## config.mk

```make
export PLATFORM = sky130hd
export DESIGN_NAME = emt_seq
export DESIGN_NICKNAME = d
export VERILOG_FILES = /design/src/verilog/emt_pkg.sv /design/src/verilog/emt_phase_cnt.sv /design/src/verilog/emt_seq.sv
export SDC_FILE = /design/constraint.sdc
export NUM_CORES = 1
export LEC_CHECK = 0
export ABC_CLOCK_PERIOD_IN_PS = 5200
export BUFFER_PORTS_ARGS = -buffer_cell sky130_fd_sc_hd__buf_4
export CORE_ASPECT_RATIO = 1.25
export CORE_MARGIN = 1
export CORE_UTILIZATION = 51
export DETAILED_ROUTE_END_ITERATION = 6
export PLACE_DENSITY = 0.87
export SYNTH_ARGS = -nofsm -noshare
export SYNTH_HDL_FRONTEND = slang
export SYNTH_SLANG_ARGS = --single-unit
```

## constraint.sdc

```tcl
create_clock -name core_clk -period 5.2 [get_ports core_clk]
set_clock_uncertainty 0.15 [all_clocks]
set_input_delay 0.52 -clock core_clk [delete_from_list [all_inputs] [get_ports core_clk]]
set_output_delay 0.52 -clock core_clk [all_outputs]
set_load 0.005 [all_outputs]
```

## src/verilog/emt_pkg.sv

```systemverilog
// Purpose: Constants and types for the external memory bus timing sequencer.
// Assumes: One clock domain, the system clock, at 250 MHz.
// Notes: Timing fields are counts of system-clock periods.
`default_nettype none
package emt_pkg;
  localparam int unsigned EMT_CLK_PERIOD_NS = 4;
  // Mode field encodings (bits of the configuration mode field).
  localparam logic [2:0] EMT_MODE_MUX_NB_A = 3'h1;
  localparam logic [2:0] EMT_MODE_MUX_BANK = 3'h2;
  localparam logic [2:0] EMT_MODE_MUX_NB_B = 3'h3;
  localparam logic [2:0] EMT_MODE_NMX_NB_A = 3'h5;
  localparam logic [2:0] EMT_MODE_NMX_BANK = 3'h6;
  localparam logic [2:0] EMT_MODE_NMX_NB_B = 3'h7;
  // Timing register field positions and reset value.
  localparam int unsigned EMT_TC_SETUP_LSB = 6;
  localparam int unsigned EMT_TC_WIDTH_LSB = 2;
  localparam int unsigned EMT_TC_HOLD_LSB = 0;
  localparam logic [7:0] EMT_TC_RESET = 8'hff;
  // Fixed overhead of every off-chip move in cycles, less one (the tail loads it minus three; a move takes at least five).
  localparam logic [4:0] EMT_BASE_CYCLES = 5'h4;
  typedef enum logic [2:0] {
    EMT_IDLE,
    EMT_ALE_HI,
    EMT_ALE_LO,
    EMT_SETUP,
    EMT_STROBE,
    EMT_HOLD,
    EMT_TAIL
  } emt_state_type;
endpackage
`default_nettype wire

```

## src/verilog/emt_phase_cnt.sv

```systemverilog
// Purpose: Down counter that times one phase of an off-chip bus cycle.
// Assumes: Load and count never in the same cycle are needed; load wins.
// Notes: Done is high while the count is zero.
`default_nettype none
module emt_phase_cnt #(
  parameter int unsigned W = 5
) (
  input wire logic core_clk, // system clock
  input wire logic rst_b, // async reset, active low
  input wire logic load, // load a new count
  input wire logic [W-1:0] value, // count to load
  output logic done // count has reached zero
);
  logic [W-1:0] cnt_r;
  always_ff @(posedge core_clk or negedge rst_b) begin
    if (!rst_b) begin
      cnt_r <= '0;
    end else if (load) begin
      cnt_r <= value;
    end else if (cnt_r != '0) begin
      cnt_r <= cnt_r - 1'b1;
    end
  end
  assign done = (cnt_r == '0);
endmodule
`default_nettype wire

```

## src/verilog/emt_seq.sv

```systemverilog
// Purpose: Sequencer turning CPU external data moves into off-chip bus cycles.
// Assumes: Requests are synchronous to core_clk and held until done pulses.
// Notes: Strobes are active low; ALE is active high.
`default_nettype none
module emt_seq
  import emt_pkg::*;
(
  input wire logic core_clk, // system clock
  input wire logic rst_b, // async reset, active low
  input wire logic [2:0] ext_mem_config, // mode field
  input wire logic [1:0] ale_width_cfg, // ALE high/low time minus one
  input wire logic port_select_upper, // route bus to upper ports
  input wire logic [7:0] ext_mem_page, // page register, upper address for 8-bit moves
  input wire logic tc_wr, // load new timing value
  input wire logic [7:0] tc_wdata, // timing value to load
  input wire logic req, // off-chip move request
  input wire logic req_write, // 1 for write, 0 for read
  input wire logic req_wide, // 1 for 16-bit pointer move, 0 for 8-bit pointer move
  input wire logic [15:0] wide_data_pointer, // 16-bit address
  input wire logic [7:0] indirect_pointer, // 8-bit pointer value
  input wire logic [7:0] wr_data, // data to write
  output logic [7:0] ext_mem_timing, // current timing register
  output logic busy, // move in progress
  output logic done, // one-cycle pulse at end of move
  output logic [7:0] rd_data, // data captured on a read
  output logic [7:0] lo_addr_hi, // lower ports: upper address byte
  output logic lo_addr_hi_oe, // lower ports: upper address driven
  output logic [7:0] lo_addr_lo, // lower ports: low address (non-mux)
  output logic lo_addr_lo_oe, // lower ports: low address driven
  output logic [7:0] lo_ad_out, // lower ports: data/mux address out
  output logic lo_ad_oe, // lower ports: data bus driven
  input wire logic [7:0] lo_ad_in, // lower ports: data bus in
  output logic lo_ale, // lower ports: address latch enable
  output logic lo_rd_b, // lower ports: read strobe, active low
  output logic lo_wr_b, // lower ports: write strobe, active low
  output logic [7:0] up_addr_hi, // upper ports: upper address byte
  output logic up_addr_hi_oe, // upper ports: upper address driven
  output logic [7:0] up_addr_lo, // upper ports: low address (non-mux)
  output logic up_addr_lo_oe, // upper ports: low address driven
  output logic [7:0] up_ad_out, // upper ports: data/mux address out
  output logic up_ad_oe, // upper ports: data bus driven
  input wire logic [7:0] up_ad_in, // upper ports: data bus in
  output logic up_ale, // upper ports: address latch enable
  output logic up_rd_b, // upper ports: read strobe, active low
  output logic up_wr_b // upper ports: write strobe, active low
);
  emt_state_type st_r, st_nxt;
  logic [7:0] tc_r;
  logic [15:0] addr_r;
  logic [7:0] wdat_r;
  logic wr_r, mux_r, hi_en_r, upper_r;
  logic [1:0] ale_r;
  logic cnt_load;
  logic [4:0] cnt_val;
  logic cnt_done;

  function automatic logic is_mux(input logic [2:0] m);
    return (m == EMT_MODE_MUX_NB_A) || (m == EMT_MODE_MUX_BANK) ||
           (m == EMT_MODE_MUX_NB_B);
  endfunction

  wire logic [1:0] f_setup = tc_r[EMT_TC_SETUP_LSB +: 2];
  wire logic [3:0] f_width = tc_r[EMT_TC_WIDTH_LSB +: 4];
  wire logic [1:0] f_hold = tc_r[EMT_TC_HOLD_LSB +: 2];
  wire logic req_mux = is_mux(ext_mem_config);
  // Bank select applies only to 8-bit pointer moves in modes 010 and 110.
  wire logic bank_sel = (ext_mem_config == EMT_MODE_MUX_BANK) ||
                        (ext_mem_config == EMT_MODE_NMX_BANK);
  wire logic [15:0] req_addr = req_wide ? wide_data_pointer :
                               {ext_mem_page, indirect_pointer};
  wire logic req_hi_en = req_wide || bank_sel;
  wire logic start = (st_r == EMT_IDLE) && req;

  // Phase lengths are loaded as length minus one, so one cycle loads zero.
  always_comb begin
    st_nxt = st_r;
    cnt_load = 1'b0;
    cnt_val = 5'h0;
    case (st_r)
      EMT_IDLE: begin
        if (req) begin
          cnt_load = 1'b1;
          if (req_mux) begin
            st_nxt = EMT_ALE_HI;
            cnt_val = {3'h0, ale_width_cfg};
          end else begin
            st_nxt = EMT_SETUP;
            cnt_val = {3'h0, f_setup};
          end
        end
      end
      EMT_ALE_HI: begin
        if (cnt_done) begin
          st_nxt = EMT_ALE_LO;
          cnt_load = 1'b1;
          cnt_val = {3'h0, ale_r};
        end
      end
      EMT_ALE_LO: begin
        if (cnt_done) begin
          st_nxt = EMT_SETUP;
          cnt_load = 1'b1;
          cnt_val = {3'h0, f_setup};
        end
      end
      EMT_SETUP: begin
        // The setup phase always lasts at least one cycle; a zero setup
        // field still gives that one, since the count holds length minus one.
        if (cnt_done) begin
          st_nxt = EMT_STROBE;
          cnt_load = 1'b1;
          cnt_val = {1'b0, f_width};
        end
      end
      EMT_STROBE: begin
        if (cnt_done) begin
          st_nxt = EMT_HOLD;
          cnt_load = 1'b1;
          cnt_val = {3'h0, f_hold};
        end
      end
      EMT_HOLD: begin
        if (cnt_done) begin
          st_nxt = EMT_TAIL;
          cnt_load = 1'b1;
          cnt_val = EMT_BASE_CYCLES - 5'h3;
        end
      end
      EMT_TAIL: begin
        if (cnt_done) begin
          st_nxt = EMT_IDLE;
        end
      end
      default: st_nxt = EMT_IDLE;
    endcase
  end

  emt_phase_cnt #(.W(5)) u_cnt (
    .core_clk(core_clk),
    .rst_b(rst_b),
    .load(cnt_load),
    .value(cnt_val),
    .done(cnt_done)
  );

  always_ff @(posedge core_clk or negedge rst_b) begin
    if (!rst_b) begin
      tc_r <= EMT_TC_RESET;
    end else if (tc_wr && st_r == EMT_IDLE) begin
      tc_r <= tc_wdata;
    end
  end

  always_ff @(posedge core_clk or negedge rst_b) begin
    if (!rst_b) begin
      st_r <= EMT_IDLE;
      addr_r <= 16'h0;
      wdat_r <= 8'h0;
      wr_r <= 1'b0;
      mux_r <= 1'b0;
      hi_en_r <= 1'b0;
      upper_r <= 1'b0;
      ale_r <= 2'h0;
    end else begin
      st_r <= st_nxt;
      if (start) begin
        addr_r <= req_addr;
        wdat_r <= wr_data;
        wr_r <= req_write;
        mux_r <= req_mux;
        hi_en_r <= req_hi_en;
        upper_r <= port_select_upper;
        ale_r <= ale_width_cfg;
      end
    end
  end

  // Next values of the pin outputs; in idle every enable is off and no strobe or ALE is active.
  wire logic active_nxt = (st_nxt != EMT_IDLE);
  wire logic in_addr_ph = (st_nxt == EMT_ALE_HI) || (st_nxt == EMT_ALE_LO);
  wire logic strobe_nxt = (st_nxt == EMT_STROBE);
  wire logic wmux = start ? req_mux : mux_r;
  wire logic wwr = start ? req_write : wr_r;
  wire logic whi = start ? req_hi_en : hi_en_r;
  wire logic wup = start ? port_select_upper : upper_r;
  wire logic [15:0] wadr = start ? req_addr : addr_r;
  wire logic [7:0] wdat = start ? wr_data : wdat_r;
  wire logic wdrive = wwr && ((st_nxt == EMT_SETUP) || strobe_nxt ||
                              (st_nxt == EMT_HOLD));
  wire logic ad_oe_nxt = active_nxt && ((wmux && in_addr_ph) || wdrive);
  wire logic [7:0] ad_nxt = (wmux && in_addr_ph) ? wadr[7:0] : wdat;
  wire logic ale_nxt = wmux && (st_nxt == EMT_ALE_HI);
  wire logic rd_b_nxt = !(strobe_nxt && !wwr);
  wire logic wr_b_nxt = !(strobe_nxt && wwr);
  wire logic hi_oe_nxt = active_nxt && whi;
  wire logic lo_oe_nxt = active_nxt && !wmux;
  // Read data sampled on the last strobe cycle, when the strobe rises.
  wire logic rd_cap = (st_r == EMT_STROBE) && cnt_done && !wr_r;

  always_ff @(posedge core_clk or negedge rst_b) begin
    if (!rst_b) begin
      lo_addr_hi <= 8'h0;
      lo_addr_hi_oe <= 1'b0;
      lo_addr_lo <= 8'h0;
      lo_addr_lo_oe <= 1'b0;
      lo_ad_out <= 8'h0;
      lo_ad_oe <= 1'b0;
      lo_ale <= 1'b0;
      lo_rd_b <= 1'b1;
      lo_wr_b <= 1'b1;
      up_addr_hi <= 8'h0;
      up_addr_hi_oe <= 1'b0;
      up_addr_lo <= 8'h0;
      up_addr_lo_oe <= 1'b0;
      up_ad_out <= 8'h0;
      up_ad_oe <= 1'b0;
      up_ale <= 1'b0;
      up_rd_b <= 1'b1;
      up_wr_b <= 1'b1;
      busy <= 1'b0;
      done <= 1'b0;
      rd_data <= 8'h0;
      ext_mem_timing <= EMT_TC_RESET;
    end else begin
      lo_addr_hi <= wadr[15:8];
      lo_addr_hi_oe <= hi_oe_nxt && !wup;
      lo_addr_lo <= wadr[7:0];
      lo_addr_lo_oe <= lo_oe_nxt && !wup;
      lo_ad_out <= ad_nxt;
      lo_ad_oe <= ad_oe_nxt && !wup;
      lo_ale <= ale_nxt && !wup;
      lo_rd_b <= rd_b_nxt || wup;
      lo_wr_b <= wr_b_nxt || wup;
      up_addr_hi <= wadr[15:8];
      up_addr_hi_oe <= hi_oe_nxt && wup;
      up_addr_lo <= wadr[7:0];
      up_addr_lo_oe <= lo_oe_nxt && wup;
      up_ad_out <= ad_nxt;
      up_ad_oe <= ad_oe_nxt && wup;
      up_ale <= ale_nxt && wup;
      up_rd_b <= rd_b_nxt || !wup;
      up_wr_b <= wr_b_nxt || !wup;
      busy <= active_nxt;
      done <= (st_r == EMT_TAIL) && cnt_done;
      if (rd_cap) begin
        rd_data <= upper_r ? up_ad_in : lo_ad_in;
      end
      ext_mem_timing <= (tc_wr && st_r == EMT_IDLE) ? tc_wdata : tc_r;
    end
  end
endmodule
`default_nettype wire

```

==> reports/metrics.cfg <==
[status]
status=completed

[power]
max-vdd-ir-drop_uv=407.9
power.density_mw_per_mm2=547.6
p_leak_nw=2.291

[layout]
final_common_cell=buf_4
syn2layout_area_growth_pct=33.33
final_cells=533
nFillCells=495
fin_nets=519
layout_common_cells=153 x buf_4, 64 x dfrtp_1, 28 x nor2_1, 28 x mux2_2, 26 x mux2i_1
diodes=0
drive_above_1_share=0.4888

[clock_network]
post_cts.repair.setup_buffers=0
clkTransAtPathRegs_ns=0.09
cts_tree=built
post_cts_resized=0
clk_path_buf_depth=2
cts_sinks=76
h-tree-depth=3
cts_buffers=9
cts_hold_buffers=0
clock_latency_ns=0.35
ctsRootBufferMaster=clkbuf_8

[grt]
grt_use_total=0.2197
grt_pass1_vias=2624
grt_pass1_wl_um=12270
grt_max_degree=77
antenna_found_initial=0
grt-ovfl-total=0

[sta]
period_needed_ns=2.920
tns_ns=0
rsz0062_at_grt=no
worstMarginPinSlew_ns=0.9103
max_slew_margin=0.3916
hold_viol_final=0
slew_viol_final=0
min_period_over_period=0.5615
fmax_mhz=342.5
finalSetupViolCount=0

[detailed_routing]
via_per_inst=5.191
vias=2767
top_layer=met4
wl_per_cell_um=14.89
wl_met3_um=453
first_iter_violations=85
wl_met1_um=3044
drc_errors=0
drtAntennaViolNets=0
finalWirelength_um=7934
firstDrtPassIters=4
met2_length_um=4237

[critical_path]
cp-start-kind=flop
arrival_ns=3.01
cp.required_ns=5.29
worstSetupPathType=flop to flop
end_kind=flop
path_max_fanout=49

[synthesis]
synth-async-reset-ratio=1.000
synth-seq-area-share=0.5347
synth_edf_count=0
syn_avg_cell_area_um2=11.24
yosys-top-cells-area=dfrtp_1 45%, dfstp_2 8.8%, mux2_2 8.8%
postSynthCellCount=319
ys_seq_elements=76
netlist_area_mm2=0.003585
synth_top_cell_by_area=dfrtp_1
ys.flop_type=dfrtp_1
synth_fp_nets=397
yosysTopAreaCellShare=0.4468
ys_warn_count=0
yosysUniqueCellTypes=48

[die]
core_area_mm2=0.006689
die_area_mm2=0.007370
pin_count=154
row_count=33
die_w_um=76.99
die_h_um=95.74
start_util=0.5359

[hold_path]
min_path_type=primary input to async pin

[place]
dp_cells=517
numPortBuffers=153
detailed_place_hpwl_um=5853
place.gp.congestion=0.8464

[run]
maxCapViolations=0

[state kept, by name, summed over array words and instances, names as in the netlist, 2 cells and up]
register,flops
st_r,3
addr_r,2
ale_r,2
ext_mem_timing,8
u_cnt.cnt_r,5
up_addr_lo,7
wdat_r,8
up_ad_out,8
rd_data,8
up_addr_hi,7
[per-layer routing]
| layer | vias to the layer above | global-route usage |
|---|---|---|
| met2 | 113 | 0.3899 |
| met3 | 14 | 0.03507 |
| met1 | 1315 | 0.2506 |
| met5 | - | 0 |
| met4 | 0 | 0.1368 |
| li1 | 1325 | - |
[critical path, cell delays in order, from the launching register on]
cell and delay (ns):
dfrtp_1 0.59, or2_1 0.47, nor2_8 0.59, mux2_4 0.40
o2111ai_4 0.21, mux2_2 0.40
[where the power goes]
part	total, W	switching, W	internal [W]
registers	0.00108	0.000213	0.000862
logic	0.00109	0.000458	0.000629
clock network	0.000455	0.000226	0.000229
[cells by family (layout without fill, tap and decap cells)]
| family | Yosys count | in the layout | synth area share |
|---|---|---|---|
| flops | 76 | 76 | 0.5347 |
| simple gates | 73 | 73 | 0.09913 |
| compound gates | 58 | 58 | 0.09984 |
| mux | 56 | 56 | 0.1679 |
| fa+ha+maj | 2 | 2 | 0.006980 |
| xor+xnor | 3 | 3 | 0.007331 |
| buf+inv | 51 | 178 | 0.08412 |
[Yosys cell counts, types with 2 or more instances]
library cell and instances:
xnor2_1 2, or3_1 2, o21ai_0 18, ha_1 2, buf_2 7, dfstp_2 12
mux2_2 28, dfrtp_1 64, and4b_1 2, clkbuf_1 8, buf_4 25, mux2i_1 26
a21oi_1 24, inv_1 9, nor3_1 6, nand2_1 25, nor2_1 28
[per-stage QoR]
step           power (W)  utilization  worst slack, ns  area (µm²)  hold WS (ns)
6_report        0.002617       0.7146            2.280        4780        0.1504
5_1_grt         0.002799       0.7146            2.022        4780        0.2190
4_1_cts         0.002642       0.7146            2.271        4780        0.1748
3_5_place_dp    0.002172       0.6839            2.307        4574        0.3288
3_3_place_gp    0.002117       0.6839            2.407        4574        0.3167
2_1_floorplan   0.001733            -            3.056        3585       0.07441
[worst paths after layout]
check	start	end	slack [ns]	cells after the start
setup / recovery	st_r[0]	up_ad_out[1]	2.28	5
hold / removal	rst_b	u_cnt.cnt_r[1]	0.15	1
setup reg to reg	st_r[0]	up_ad_out[1]	2.28	5
hold reg to reg	rd_data[4]	rd_data[4]	0.34	2
max in group asynchronous	rst_b	up_addr_hi[1]	4.17	1
min in group core_clk	tc_wdata[6]	ext_mem_timing[6]	0.25	2
[layout make-up]
type                            count  area [µm²]  share of cell area
Multi-Input combinational cell    192        1366              0.2859
Tap cell                           87       108.9             0.02277
Clock inverter                      7       81.33             0.01702
Timing Repair Buffer              153        1149              0.2403
Clock buffer                        9       123.9             0.02592
Inverter                            9       33.78            0.007068
Sequential cell                    76        1917              0.4010
Power figures use the tool's default switching activity.
